**src/inc/ucb_params.svh**
```systemverilog
`ifndef UCB_PARAMS_SVH
`define UCB_PARAMS_SVH
`define UCB_ADDR_CTRL 8'h98
`define UCB_ADDR_BUF 8'h99
`define UCB_ADDR_PWR 8'h87
`define UCB_BIT_B7 7
`define UCB_BIT_MLO 6
`define UCB_BIT_MPE 5
`define UCB_BIT_REN 4
`define UCB_BIT_TX9 3
`define UCB_BIT_RX9 2
`define UCB_BIT_TXD 1
`define UCB_BIT_RXD 0
`define UCB_BIT_DBL 7
`define UCB_BIT_VIEW 6
`define UCB_RST_CTRL 8'h00
`define UCB_RST_PWR 8'h00
`define UCB_M0_HIGH 4'h3
`define UCB_M0_SAMPLE 4'h4
`define UCB_M0_LAST 4'h5
`define UCB_M0_BITS 4'h7
`define UCB_OVS_LAST 4'hf
`define UCB_VOTE_A 4'h7
`define UCB_VOTE_C 4'h9
`define UCB_TX_LAST8 4'h9
`define UCB_TX_LAST9 4'ha
`define UCB_RX_LAST8 4'h8
`define UCB_RX_LAST9 4'h9
`define UCB_FIFO_W 9
`define UCB_FIFO_D 16
`endif

```
**src/inc/ucb_pkg.sv**
```systemverilog
package ucb_pkg;
	typedef enum logic [1:0] {
		ucb_m_shift = 2'b00,
		ucb_m_uart8 = 2'b01,
		ucb_m_uart9f = 2'b10,
		ucb_m_uart9t = 2'b11
	} ucb_mode_e;
	typedef enum logic [1:0] {
		ucb_tx_idle = 2'b00,
		ucb_tx_shift = 2'b01,
		ucb_tx_uart = 2'b10
	} ucb_tx_e;
	typedef enum logic [1:0] {
		ucb_rx_idle = 2'b00,
		ucb_rx_shift = 2'b01,
		ucb_rx_start = 2'b10,
		ucb_rx_data = 2'b11
	} ucb_rx_e;
	typedef struct packed {
		logic mhi;
		logic mlo;
		logic mpe;
		logic ren;
		logic tx9;
		logic rx9;
		logic txd;
		logic rxd;
		logic fe;
		logic dbl;
		logic view;
		logic [7:0] rbuf;
		logic [7:0] rdata;
		logic pre;
		ucb_tx_e tst;
		logic [10:0] tsh;
		logic [3:0] tbits;
		logic [3:0] tsub;
		logic txo;
		logic rxo;
		logic rxoe;
		ucb_rx_e rst;
		logic [8:0] rsh;
		logic [3:0] rbits;
		logic [3:0] rsub;
		logic rprev;
		logic [1:0] ones;
	} ucb_state_s;
endpackage

```
**src/design/ucb_serial.sv**
```systemverilog
// How it works
// - a bad stop bit sets the framing error flag; only software clears it.
// - control bit 7 shows the framing error flag while view select is 1.
// - with view select 0, control bit 7 is the upper mode bit.
// - the two mode bits pick shift, 8-bit, fixed 9-bit or timed 9-bit.
// - 9-bit modes with multiprocessor on drop frames whose ninth bit is 0.
// - 8-bit mode with multiprocessor on drops frames without a good stop.
// - receiving only happens while receive enable is set.
// - the ninth transmitted bit is the software transmit ninth bit.
// - receive ninth bit holds the ninth bit, or the stop bit in 8-bit mode.
// - transmit done sets after bit 8 in shift mode, else at stop start.
// - receive done sets after bit 8 in shift mode, else at mid stop.
// - shift mode runs at one sixth of the clock.
// - fixed 9-bit mode runs at clock over 32, or 16 when doubled.
// - baud double resets to zero.
// - 8-bit and timed 9-bit modes derive rate from timer 1 overflow.
// - any timer 1 mode may feed the overflow pulse used as baud source.
// - shift mode moves 8 bits lsb first on data, clock on transmit pin.
// - 8-bit frames are start 0, eight data lsb first, stop 1.
// - 9-bit frames add the ninth bit before stop; stop ignored for data.
// - shift receive starts on done 0 and enable 1, else on start bit.
`timescale 1ns/1ps
`include "ucb_params.svh"

module ucb_fifo #(
	parameter int W = 9,
	parameter int D = 16
) (
	input wire logic clk,
	input wire logic resetn,
	input wire logic in_valid,
	output logic in_ready,
	input wire logic [W-1:0] in_data,
	output logic out_valid,
	input wire logic out_ready,
	output logic [W-1:0] out_data
);
	localparam int PW = $clog2(D);
	localparam int CW = PW + 1;
	typedef struct packed {
		logic [D-1:0][W-1:0] mem;
		logic [PW-1:0] wp;
		logic [PW-1:0] rp;
		logic [CW-1:0] cnt;
		logic rdy;
		logic vld;
	} ucb_fifo_s;
	ucb_fifo_s f_q;
	ucb_fifo_s f_d;
	logic push;
	logic pop;
	assign in_ready = f_q.rdy;
	assign out_valid = f_q.vld;
	assign out_data = f_q.mem[f_q.rp];
	always_comb begin
		f_d = f_q;
		push = in_valid & f_q.rdy;
		pop = out_ready & f_q.vld;
		if (push) begin
			f_d.mem[f_q.wp] = in_data;
			f_d.wp = f_q.wp + 1'b1;
		end
		if (pop) begin
			f_d.rp = f_q.rp + 1'b1;
		end
		f_d.cnt = f_q.cnt + CW'(push) - CW'(pop);
		f_d.rdy = f_d.cnt != CW'(D);
		f_d.vld = f_d.cnt != '0;
	end
	always_ff @(posedge clk) begin
		if (!resetn) begin
			f_q <= '0;
			f_q.rdy <= 1'b1;
		end else begin
			f_q <= f_d;
		end
	end
endmodule // ucb_fifo

module ucb_serial
	import ucb_pkg::*;
(
	input wire logic clk,
	input wire logic resetn,
	input wire logic [7:0] sfr_addr,
	input wire logic [7:0] sfr_wdata,
	input wire logic sfr_wr,
	input wire logic sfr_rd,
	output logic [7:0] sfr_rdata,
	input wire logic timer1_overflow,
	input wire logic rxd_in,
	output logic rxd_out,
	output logic rxd_oe,
	output logic txd_out,
	output logic tx_fifo_ready
);
	ucb_state_s s_q;
	ucb_state_s s_d;
	ucb_mode_e mode;
	logic wr_ctrl;
	logic wr_buf;
	logic wr_pwr;
	logic src;
	logic ovs;
	logic f_vld;
	logic f_rdy;
	logic [8:0] f_data;
	logic [1:0] ones_n;
	logic vote;
	logic t_stop;
	logic r_stop;
	logic r_ninth;
	logic [7:0] r_byte;

	assign mode = ucb_mode_e'({s_q.mhi, s_q.mlo});
	assign wr_ctrl = sfr_wr && sfr_addr == `UCB_ADDR_CTRL;
	assign wr_buf = sfr_wr && sfr_addr == `UCB_ADDR_BUF;
	assign wr_pwr = sfr_wr && sfr_addr == `UCB_ADDR_PWR;
	assign f_rdy = s_q.tst == ucb_tx_idle && s_q.rst != ucb_rx_shift;
	assign sfr_rdata = s_q.rdata;
	assign rxd_out = s_q.rxo;
	assign rxd_oe = s_q.rxoe;
	assign txd_out = s_q.txo;

	ucb_fifo #(
		.W(`UCB_FIFO_W),
		.D(`UCB_FIFO_D)
	) u_fifo (
		.clk(clk),
		.resetn(resetn),
		.in_valid(wr_buf),
		.in_ready(tx_fifo_ready),
		.in_data({s_q.tx9, sfr_wdata}),
		.out_valid(f_vld),
		.out_ready(f_rdy),
		.out_data(f_data)
	);

	always_comb begin
		s_d = s_q;
		t_stop = 1'b0;
		r_stop = 1'b0;
		r_ninth = 1'b0;
		r_byte = 8'h00;
		s_d.rprev = rxd_in;
		// oversample tick: 16 per bit time
		src = mode == ucb_m_uart9f ? 1'b1 : timer1_overflow;
		ovs = src & (s_q.dbl | s_q.pre);
		if (src) begin
			s_d.pre = ~s_q.pre;
		end
		ones_n = s_q.ones + {1'b0, rxd_in};
		vote = ones_n[1];
		// register writes, hardware sets below win
		if (wr_ctrl) begin
			if (s_q.view) begin
				s_d.fe = sfr_wdata[`UCB_BIT_B7];
			end else begin
				s_d.mhi = sfr_wdata[`UCB_BIT_B7];
			end
			s_d.mlo = sfr_wdata[`UCB_BIT_MLO];
			s_d.mpe = sfr_wdata[`UCB_BIT_MPE];
			s_d.ren = sfr_wdata[`UCB_BIT_REN];
			s_d.tx9 = sfr_wdata[`UCB_BIT_TX9];
			s_d.rx9 = sfr_wdata[`UCB_BIT_RX9];
			s_d.txd = sfr_wdata[`UCB_BIT_TXD];
			s_d.rxd = sfr_wdata[`UCB_BIT_RXD];
		end
		if (wr_pwr) begin
			s_d.dbl = sfr_wdata[`UCB_BIT_DBL];
			s_d.view = sfr_wdata[`UCB_BIT_VIEW];
		end
		if (sfr_rd) begin
			unique case (sfr_addr)
				`UCB_ADDR_CTRL: s_d.rdata = {s_q.view ? s_q.fe : s_q.mhi,
					s_q.mlo, s_q.mpe, s_q.ren, s_q.tx9, s_q.rx9, s_q.txd, s_q.rxd};
				`UCB_ADDR_BUF: s_d.rdata = s_q.rbuf;
				`UCB_ADDR_PWR: s_d.rdata = {s_q.dbl, s_q.view, 6'h00};
				default: s_d.rdata = 8'h00;
			endcase
		end
		// transmit engine
		unique case (s_q.tst)
			ucb_tx_idle: begin
				s_d.txo = 1'b1;
				if (f_vld && f_rdy) begin
					s_d.tbits = 4'h0;
					s_d.tsub = 4'h0;
					if (mode == ucb_m_shift) begin
						s_d.tst = ucb_tx_shift;
						s_d.tsh = {3'h0, f_data[7:0]};
						s_d.rxo = f_data[0];
						s_d.rxoe = 1'b1;
						s_d.txo = 1'b0;
					end else begin
						s_d.tst = ucb_tx_uart;
						s_d.tsh = {1'b1, s_q.mhi ? f_data[8] : 1'b1,
							f_data[7:0], 1'b0};
						s_d.txo = 1'b0;
					end
				end
			end
			ucb_tx_shift: begin
				s_d.tsub = s_q.tsub + 4'h1;
				if (s_q.tsub == `UCB_M0_LAST) begin
					s_d.tsub = 4'h0;
					s_d.tbits = s_q.tbits + 4'h1;
					s_d.tsh = {1'b0, s_q.tsh[10:1]};
					s_d.rxo = s_q.tsh[1];
					if (s_q.tbits == `UCB_M0_BITS) begin
						s_d.tst = ucb_tx_idle;
						s_d.rxoe = 1'b0;
						t_stop = 1'b1;
					end
				end
				s_d.txo = s_d.tsub >= `UCB_M0_HIGH || s_d.tst == ucb_tx_idle;
			end
			ucb_tx_uart: begin
				if (ovs) begin
					s_d.tsub = s_q.tsub + 4'h1;
					if (s_q.tsub == `UCB_OVS_LAST) begin
						s_d.tbits = s_q.tbits + 4'h1;
						s_d.tsh = {1'b1, s_q.tsh[10:1]};
						s_d.txo = s_q.tsh[1];
						if (s_d.tbits == (s_q.mhi ? `UCB_TX_LAST9 : `UCB_TX_LAST8)) begin
							t_stop = 1'b1;
						end
						if (s_q.tbits == (s_q.mhi ? `UCB_TX_LAST9 : `UCB_TX_LAST8)) begin
							s_d.tst = ucb_tx_idle;
							s_d.txo = 1'b1;
						end
					end
				end
			end
			default: s_d.tst = ucb_tx_idle;
		endcase
		// receive engine
		unique case (s_q.rst)
			ucb_rx_idle: begin
				s_d.rsub = 4'h0;
				s_d.rbits = 4'h0;
				s_d.ones = 2'h0;
				if (s_q.ren && mode == ucb_m_shift) begin
					if (!s_q.rxd && s_q.tst == ucb_tx_idle && !f_vld) begin
						s_d.rst = ucb_rx_shift;
						s_d.txo = 1'b0;
					end
				end else if (s_q.ren && s_q.rprev && !rxd_in) begin
					s_d.rst = ucb_rx_start;
				end
			end
			ucb_rx_shift: begin
				s_d.rsub = s_q.rsub + 4'h1;
				if (s_q.rsub == `UCB_M0_SAMPLE) begin
					s_d.rsh = {rxd_in, s_q.rsh[8:1]};
				end
				if (s_q.rsub == `UCB_M0_LAST) begin
					s_d.rsub = 4'h0;
					s_d.rbits = s_q.rbits + 4'h1;
					if (s_q.rbits == `UCB_M0_BITS) begin
						s_d.rst = ucb_rx_idle;
						s_d.rbuf = s_q.rsh[8:1];
						s_d.rxd = 1'b1;
					end
				end
				s_d.txo = s_d.rsub >= `UCB_M0_HIGH || s_d.rst == ucb_rx_idle;
			end
			ucb_rx_start, ucb_rx_data: begin
				if (ovs) begin
					s_d.rsub = s_q.rsub + 4'h1;
					if (s_q.rsub >= `UCB_VOTE_A && s_q.rsub <= `UCB_VOTE_C) begin
						s_d.ones = ones_n;
					end
					if (s_q.rsub == `UCB_VOTE_C) begin
						s_d.ones = 2'h0;
						if (s_q.rst == ucb_rx_start) begin
							s_d.rst = vote ? ucb_rx_idle : ucb_rx_data;
						end else if (s_q.rbits ==
							(s_q.mhi ? `UCB_RX_LAST9 : `UCB_RX_LAST8)) begin
							r_stop = 1'b1;
							s_d.rst = ucb_rx_idle;
						end else begin
							s_d.rsh = {vote, s_q.rsh[8:1]};
							s_d.rbits = s_q.rbits + 4'h1;
						end
					end
				end
			end
		endcase
		// stop bit at mid point decides the frame
		r_ninth = s_q.mhi ? s_q.rsh[8] : vote;
		r_byte = s_q.mhi ? s_q.rsh[7:0] : s_q.rsh[8:1];
		if (r_stop) begin
			if (!vote) begin
				s_d.fe = 1'b1;
			end
			if (!s_q.rxd && (!s_q.mpe || r_ninth)) begin
				s_d.rbuf = r_byte;
				s_d.rx9 = r_ninth;
				s_d.rxd = 1'b1;
			end
		end
		if (t_stop) begin
			s_d.txd = 1'b1;
		end
		if (!s_q.ren && s_q.rst != ucb_rx_idle) begin
			s_d.rst = ucb_rx_idle;
			s_d.txo = s_q.rst == ucb_rx_shift ? 1'b1 : s_d.txo;
		end
	end

	always_ff @(posedge clk) begin
		if (!resetn) begin
			s_q <= '0;
			{s_q.mhi, s_q.mlo, s_q.mpe, s_q.ren,
				s_q.tx9, s_q.rx9, s_q.txd, s_q.rxd} <= `UCB_RST_CTRL;
			{s_q.dbl, s_q.view} <= 2'(`UCB_RST_PWR >> 6);
			s_q.txo <= 1'b1;
			s_q.rprev <= 1'b1;
		end else begin
			s_q <= s_d;
		end
	end
endmodule // ucb_serial

```
**config.mk**
```make
export PLATFORM = sky130hd
export DESIGN_NAME = ucb_serial
export DESIGN_NICKNAME = d
export VERILOG_FILES = /design/src/inc/ucb_pkg.sv /design/src/design/ucb_serial.sv
export VERILOG_INCLUDE_DIRS = /design/src /design/src/inc
export SDC_FILE = /design/constraint.sdc
export NUM_CORES = 1
export LEC_CHECK = 0
export BUFFER_PORTS_ARGS = -buffer_cell sky130_fd_sc_hd__buf_2
export CORE_MARGIN = 3
export CORE_UTILIZATION = 55
export DETAILED_ROUTE_END_ITERATION = 6
export PLACE_DENSITY = 0.83
export SLEW_MARGIN = 20
export SYNTH_ARGS = -nofsm -noshare
export SYNTH_HDL_FRONTEND = slang
export SYNTH_SLANG_ARGS = --single-unit
```
**constraint.sdc**
```tcl
create_clock -name clk -period 6.4 [get_ports clk]
set_clock_uncertainty 0.1 [all_clocks]
set_input_delay 1.6 -clock clk [delete_from_list [all_inputs] [get_ports clk]]
set_output_delay 1.6 -clock clk [all_outputs]
set_load 0.03 [all_outputs]
```
# After elaboration in Yosys (flattened, before gate mapping)
# Index checks and enable logic that the tools add are counted.
[totals]
word_cells = 239
regBits = 233
[op_classes]
reduce_logical = 46
order_cmp = 7
n_bitwise = 7
n_mux = 84
eq_ne = 38
n_addsub = 9
[op_table]
columns = ["op", "count"]
rows = [
  ["bitwise mux 144 bit", 1],
  ["two-way mux 8 bit", 8],
  ["case mux 20 bit (3 select lines)", 1],
  ["case mux 8 bit (3 select lines)", 2],
  ["two-way mux 21 bit", 2],
  ["two-way mux 13 bit", 3],
  ["binary-select mux 9 bit (select 4 bit)", 1],
  ["demux 9 bit (select 4 bit)", 1],
  ["two-way mux 2 bit", 18],
  ["two-way mux 1 bit", 31],
  ["two-way mux 9 bit", 3],
  ["!= test 2 bit, second input constant", 13],
  ["adder 4 x 1 -> 4 bit, second input constant", 6],
  ["equality test 8 bit, second input constant", 3],
  ["two-way mux 24 bit", 1],
  ["two-way mux 22 bit", 1],
  ["equality test 4 x 3 -> 1 bit, second input constant", 5],
  ["AND reduction 5 bit", 4],
  ["two-way mux 19 bit", 1],
  ["case mux 9 bit (2 select lines)", 1],
  ["two-way mux 17 bit", 1],
  ["two-way mux 15 bit", 1],
  ["logical AND 1 bit", 14],
  ["equality test 4 bit", 3],
  ["other kinds (32)", 66],
]

# Logic depth before layout (Yosys ltp)
[depth]
depth_word = 12
mapped_depth = 15

# Cells and area by module
# Synthesis repeated with hierarchy kept, for this count alone.
[unflattened]
cells_unflattened = 1276
area_unflattened_um2 = 11866.4
[modules_own_cells]
columns = ["mod", "cells_each", "area_each_um2", "seq_area_each_um2", "n_inst"]
rows = [
  ["ucb_fifo", 781, 7390.8, 3183.1, 1],
  ["ucb_serial", 495, 4475.5, 1461.4, 1],
]

# Worst setup path after synthesis
# OpenSTA, ideal clock, no wires.
[synth_path]
path_kind = "input to register"
startpoint = "input port sfr_addr[2]"
endpoint = "register u_fifo.f_q (netlist bit u_fifo.out_valid)"
cell_stages = 9
t_arrival_ns = 3.319
path_buffers = 1
slack_ns = 2.849
setup_time_ns = 0.132
path_cell_list = "and4bb_1 > and4_1 > buf_4 > ha_1 > inv_1 > fa_1 > xnor2_1 > nor4b_1 > a21oi_1"
[synth_via]
elab_chain_len = 6
[synth_rtl]
columns = ["item", "line", "rtl"]
rows = [
  ["start, declared", "ucb_serial.sv:85", "input wire logic [7:0] sfr_addr,"],
  ["equality test 8 bit", "-", ""],
  ["logical AND 1 bit (no line)", "-", ""],
  ["bitwise AND 1 bit", "ucb_serial.sv:57", "push = in_valid & f_q.rdy;"],
  ["named net u_fifo.push", "ucb_serial.sv:50", "logic push;"],
  ["adder 5 x 1 -> 5 bit", "ucb_serial.sv:66", "f_d.cnt = f_q.cnt + CW'(push) - CW'(pop);"],
  ["subtractor 5 x 1 -> 5 bit", "ucb_serial.sv:66", ""],
  ["nonzero test 5 bit", "ucb_serial.sv:68", "f_d.vld = f_d.cnt != '0;"],
  ["end, declared", "ucb_serial.sv:48", "ucb_fifo_s f_q;"],
]
# The timed path passes the listed nets, and every way through them passes these cells.
# A chain may end at the register's enable or synchronous reset.

# Worst setup path in the final report
[layout_path]
startpoint = "input port sfr_addr[0]"
endpoint = "register u_fifo.f_q (netlist bit u_fifo.out_valid)"
[layout_via]
elab_chain_len = 6
[layout_rtl]
columns = ["item", "line"]
rows = [
  ["equality test 8 bit", "-"],
  ["logical AND 1 bit (no line)", "-"],
  ["bitwise AND 1 bit", "ucb_serial.sv:57"],
  ["adder 5 x 1 -> 5 bit", "ucb_serial.sv:66"],
  ["subtractor 5 x 1 -> 5 bit", "ucb_serial.sv:66"],
  ["nonzero test 5 bit", "ucb_serial.sv:68"],
]
# No other way between the ends.

==> flow_summary.yaml <==
status:
  status: "completed"
placement:
  postPlaceCellArea_mm2: 0.0116
  dpl.cell_count: 1457
  dp_hpwl_um: 18300
  gp_congestion: 0.899
  io_buffers: 33
floorplanning:
  core_mm2: 0.0204
  die_x_um: 151
  die_area_mm2: 0.0227
  io_pins: 34
  num_rows: 52
  die_h_um: 151
  initial_core_util_pct: 56.4
synthesis:
  synth_top_area_cell: "dfxtp_1"
  synthTopCellsByArea: "dfxtp_1 40%, mux2i_1 14%, nor2_1 5.9%"
  synthCells: 1244
  synth_area_mm2: 0.0115
  synthesis.nets: 1293
  synth_edf_count: 0
  synth-simple-area-share_pct: 17.5
  ys_warn_count: 0
  synth-async-reset-ratio_pct: 0
  synth_top_family_by_area: "multiplexers"
  synth_seq_cells: 232
  synth.area.mux_share_pct: 21.3
  ys_types: 77
  yosysSeqAreaShare_pct: 40.4
  synth_xor_area_share_pct: 1.30
  synth-main-ff-cell: "dfxtp_1"
  synth_top_area_share_pct: 40.4
  synth-adder-area-share_pct: 3.01
  synth-compound-area-share_pct: 11.2
  syn_avg_cell_area_um2: 9.23
global_route:
  grt_util_all_layers_pct: 24.8
  antenna_found_initial: 0
  overflow: 0
  grt_pass1_vias: 8852
  grt_max_degree: 135
  grt_pass1_wl_um: 45700
critical_path:
  startpoint_type: "input pin"
  rr_startpoint: "s_q[21]"
  critPathCaptureType: "flip-flop"
  cp_data_required_time_ps: 6660
  startpoint: "sfr_addr[0]"
  arrival_ps: 4090
  cp_max_fo: 12
  path_class: "in2reg"
  r2r_cells: 11
flow_run:
  drv_cap: 0
layout:
  design_area_mm2: 0.0124
  final_nets: 1263
  fill_cells: 1642
  stdcell_count: 1501
  syn_to_final_growth_pct: 8.38
  drive_above_1_share_pct: 12.5
clock_tree:
  cts.sinks: 232
  cts_tree: "done"
  cts_root_buf: "clkbuf_16"
  cts_setup_buffers: 0
  ctsLongestPathBuffers: 3
  clkTransAtPathRegs_ps: 70
  cts_hold_buf: 0
  clk_latency_ps: 520
  ctsResizeCount: 0
  cts_buffers: 24
  htreeDepth: 1
sta:
  fmax_ghz: 0.261
  hold_viol: 0
  tns_ps: 0
  slew_headroom_pct: 25.1
  rsz0062_at_grt: "no"
  slew_viol_final: 0
  tightest_slew_ps: 1120
  holdWs_ps: 360
  fin_crit_ps: 3830
  finalCritPeriodShare_pct: 59.9
  setup_violations: 0
drt:
  drt_wl_total_um: 28300
  wl_per_cell_um: 18.8
  num_vias: 9140
  drc: 0
  dr.pass1.iters: 7
  viasPerCell: 6.09
  ant_nets: 0
  drt_iter0_drc: 681
pwr:
  worst_ir_drop_vdd_mv: 0.264
  power_density_mw_per_mm2: 301
  p_leak_uw: 0.00450
worst_hold_path:
  hold_depth: 2
  holdCritPathClass: "reg2reg"
  hold_path_startpoint: "s_q[0]"
report_power, final:
part	switching, uW	total, uW	leakage (uW)	internal, uW
Clock	570	1500	0.000429	932
Sequential	83.0	1580	0.00187	1490
Combinational	403	663	0.00219	260
Total	1060	3740	0.00450	2680
critical path, cell delays in order:
cell and delay, ps:
buf_2 250, and4bb_1 250, and4_1 540, ha_1 260, inv_1 50, fa_1 390, xnor2_1 160, nor4b_1 450
a21oi_1 140
area by class of cell:
cell class / instances / area [um2] / area share, %
Antenna cell: 1 / 2.50 / 0.0201
Tap cell: 270 / 338 / 2.71
Timing Repair Buffer: 43 / 240 / 1.93
Clock inverter: 6 / 105 / 0.844
Clock buffer: 36 / 757 / 6.08
Multi-Input combinational cell: 886 / 6250 / 50.2
Sequential cell: 232 / 4650 / 37.3
Inverter: 27 / 106 / 0.854
path summary, 6_finish.rpt:
path	slack (ps)	end
max	2570	u_fifo.out_valid
min reg2reg	360	s_q[0]
max reg2reg	2710	u_fifo.out_valid
min	360	s_q[0]
registers in the layout, indices dropped and copies added, names as in the netlist:
register / flops
rxd_oe: 1
txd_out: 1
rxd_out: 1
sfr_rdata: 8
u_fifo.out_valid: 1
u_fifo.f_q: 157
mode: 2
s_q: 60
u_fifo.in_ready: 1
cell usage in the layout (no fill, tap or decap), types with 4 or more instances in the layout:
cell type    n
dfxtp_1    231
nor2_1     182
mux2i_1    164
nand2_1    108
a21oi_1     84
o21ai_0     49
buf_2       33
mux4_2      26
ha_1        26
inv_1       25
clkbuf_16   25
nand3_1     24
mux2_2      19
nand2b_1    12
a221oi_1    12
nor2b_1     10
buf_4       10
xnor2_1      9
nor2_4       9
and2_1       9
a22oi_1      9
a211oi_1     9
clkbuf_8     9
or3_1        8
xor2_1       8
and4_1       7
nor3_1       7
a31oi_1      6
nand3b_1     5
o21ai_1      5
o211ai_1     5
and3_1       4
o22ai_1      4
or3b_1       4
a21o_1       4
routing by layer:
layer	vias to the layer above	part of all wire (%)	GRT usage (%)
met5	-	0	0
met4	0	3.4	9.06
met3	75	7.6	4.24
met2	352	47	40.7
met1	4416	42	33.0
li1	4297	-	-
Yosys cell counts (5+ instances only):
| cell type | number |
|---|---|
| a211oi_1 | 9 |
| a21oi_1 | 84 |
| a221oi_1 | 12 |
| a22oi_1 | 9 |
| a31oi_1 | 6 |
| and2_1 | 9 |
| and4_1 | 7 |
| buf_1 | 5 |
| buf_2 | 15 |
| buf_4 | 13 |
| clkbuf_1 | 59 |
| dfxtp_1 | 232 |
| ha_1 | 26 |
| inv_1 | 25 |
| mux2_2 | 19 |
| mux2i_1 | 164 |
| mux4_2 | 26 |
| nand2_1 | 108 |
| nand2b_1 | 12 |
| nand3_1 | 24 |
| nand3b_1 | 5 |
| nor2_1 | 182 |
| nor2_4 | 9 |
| nor2b_1 | 10 |
| nor3_1 | 7 |
| o211ai_1 | 5 |
| o21ai_0 | 49 |
| o21ai_1 | 5 |
| or3_1 | 8 |
| xnor2_1 | 9 |
| xor2_1 | 8 |
cells by family after synthesis:
logic type	after synthesis
adders and majority gates	27
DFF	232
buffers and inverters	126
AOI/OAI and AO/OA	212
xor gates and xnor gates	17
and+or+nand+nor	420
muxes	210
per-stage QoR:
step,total power (uW),setup slack [ps],utilization (%)
after floorplan,2140,2850,-
after global placement,2230,2200,56.9
after detailed placement,2250,2110,56.9
after CTS,3750,2640,61.1
after global routing,3890,2480,61.1
final,3740,2570,61.1
(Power assumes the default switching activity.)
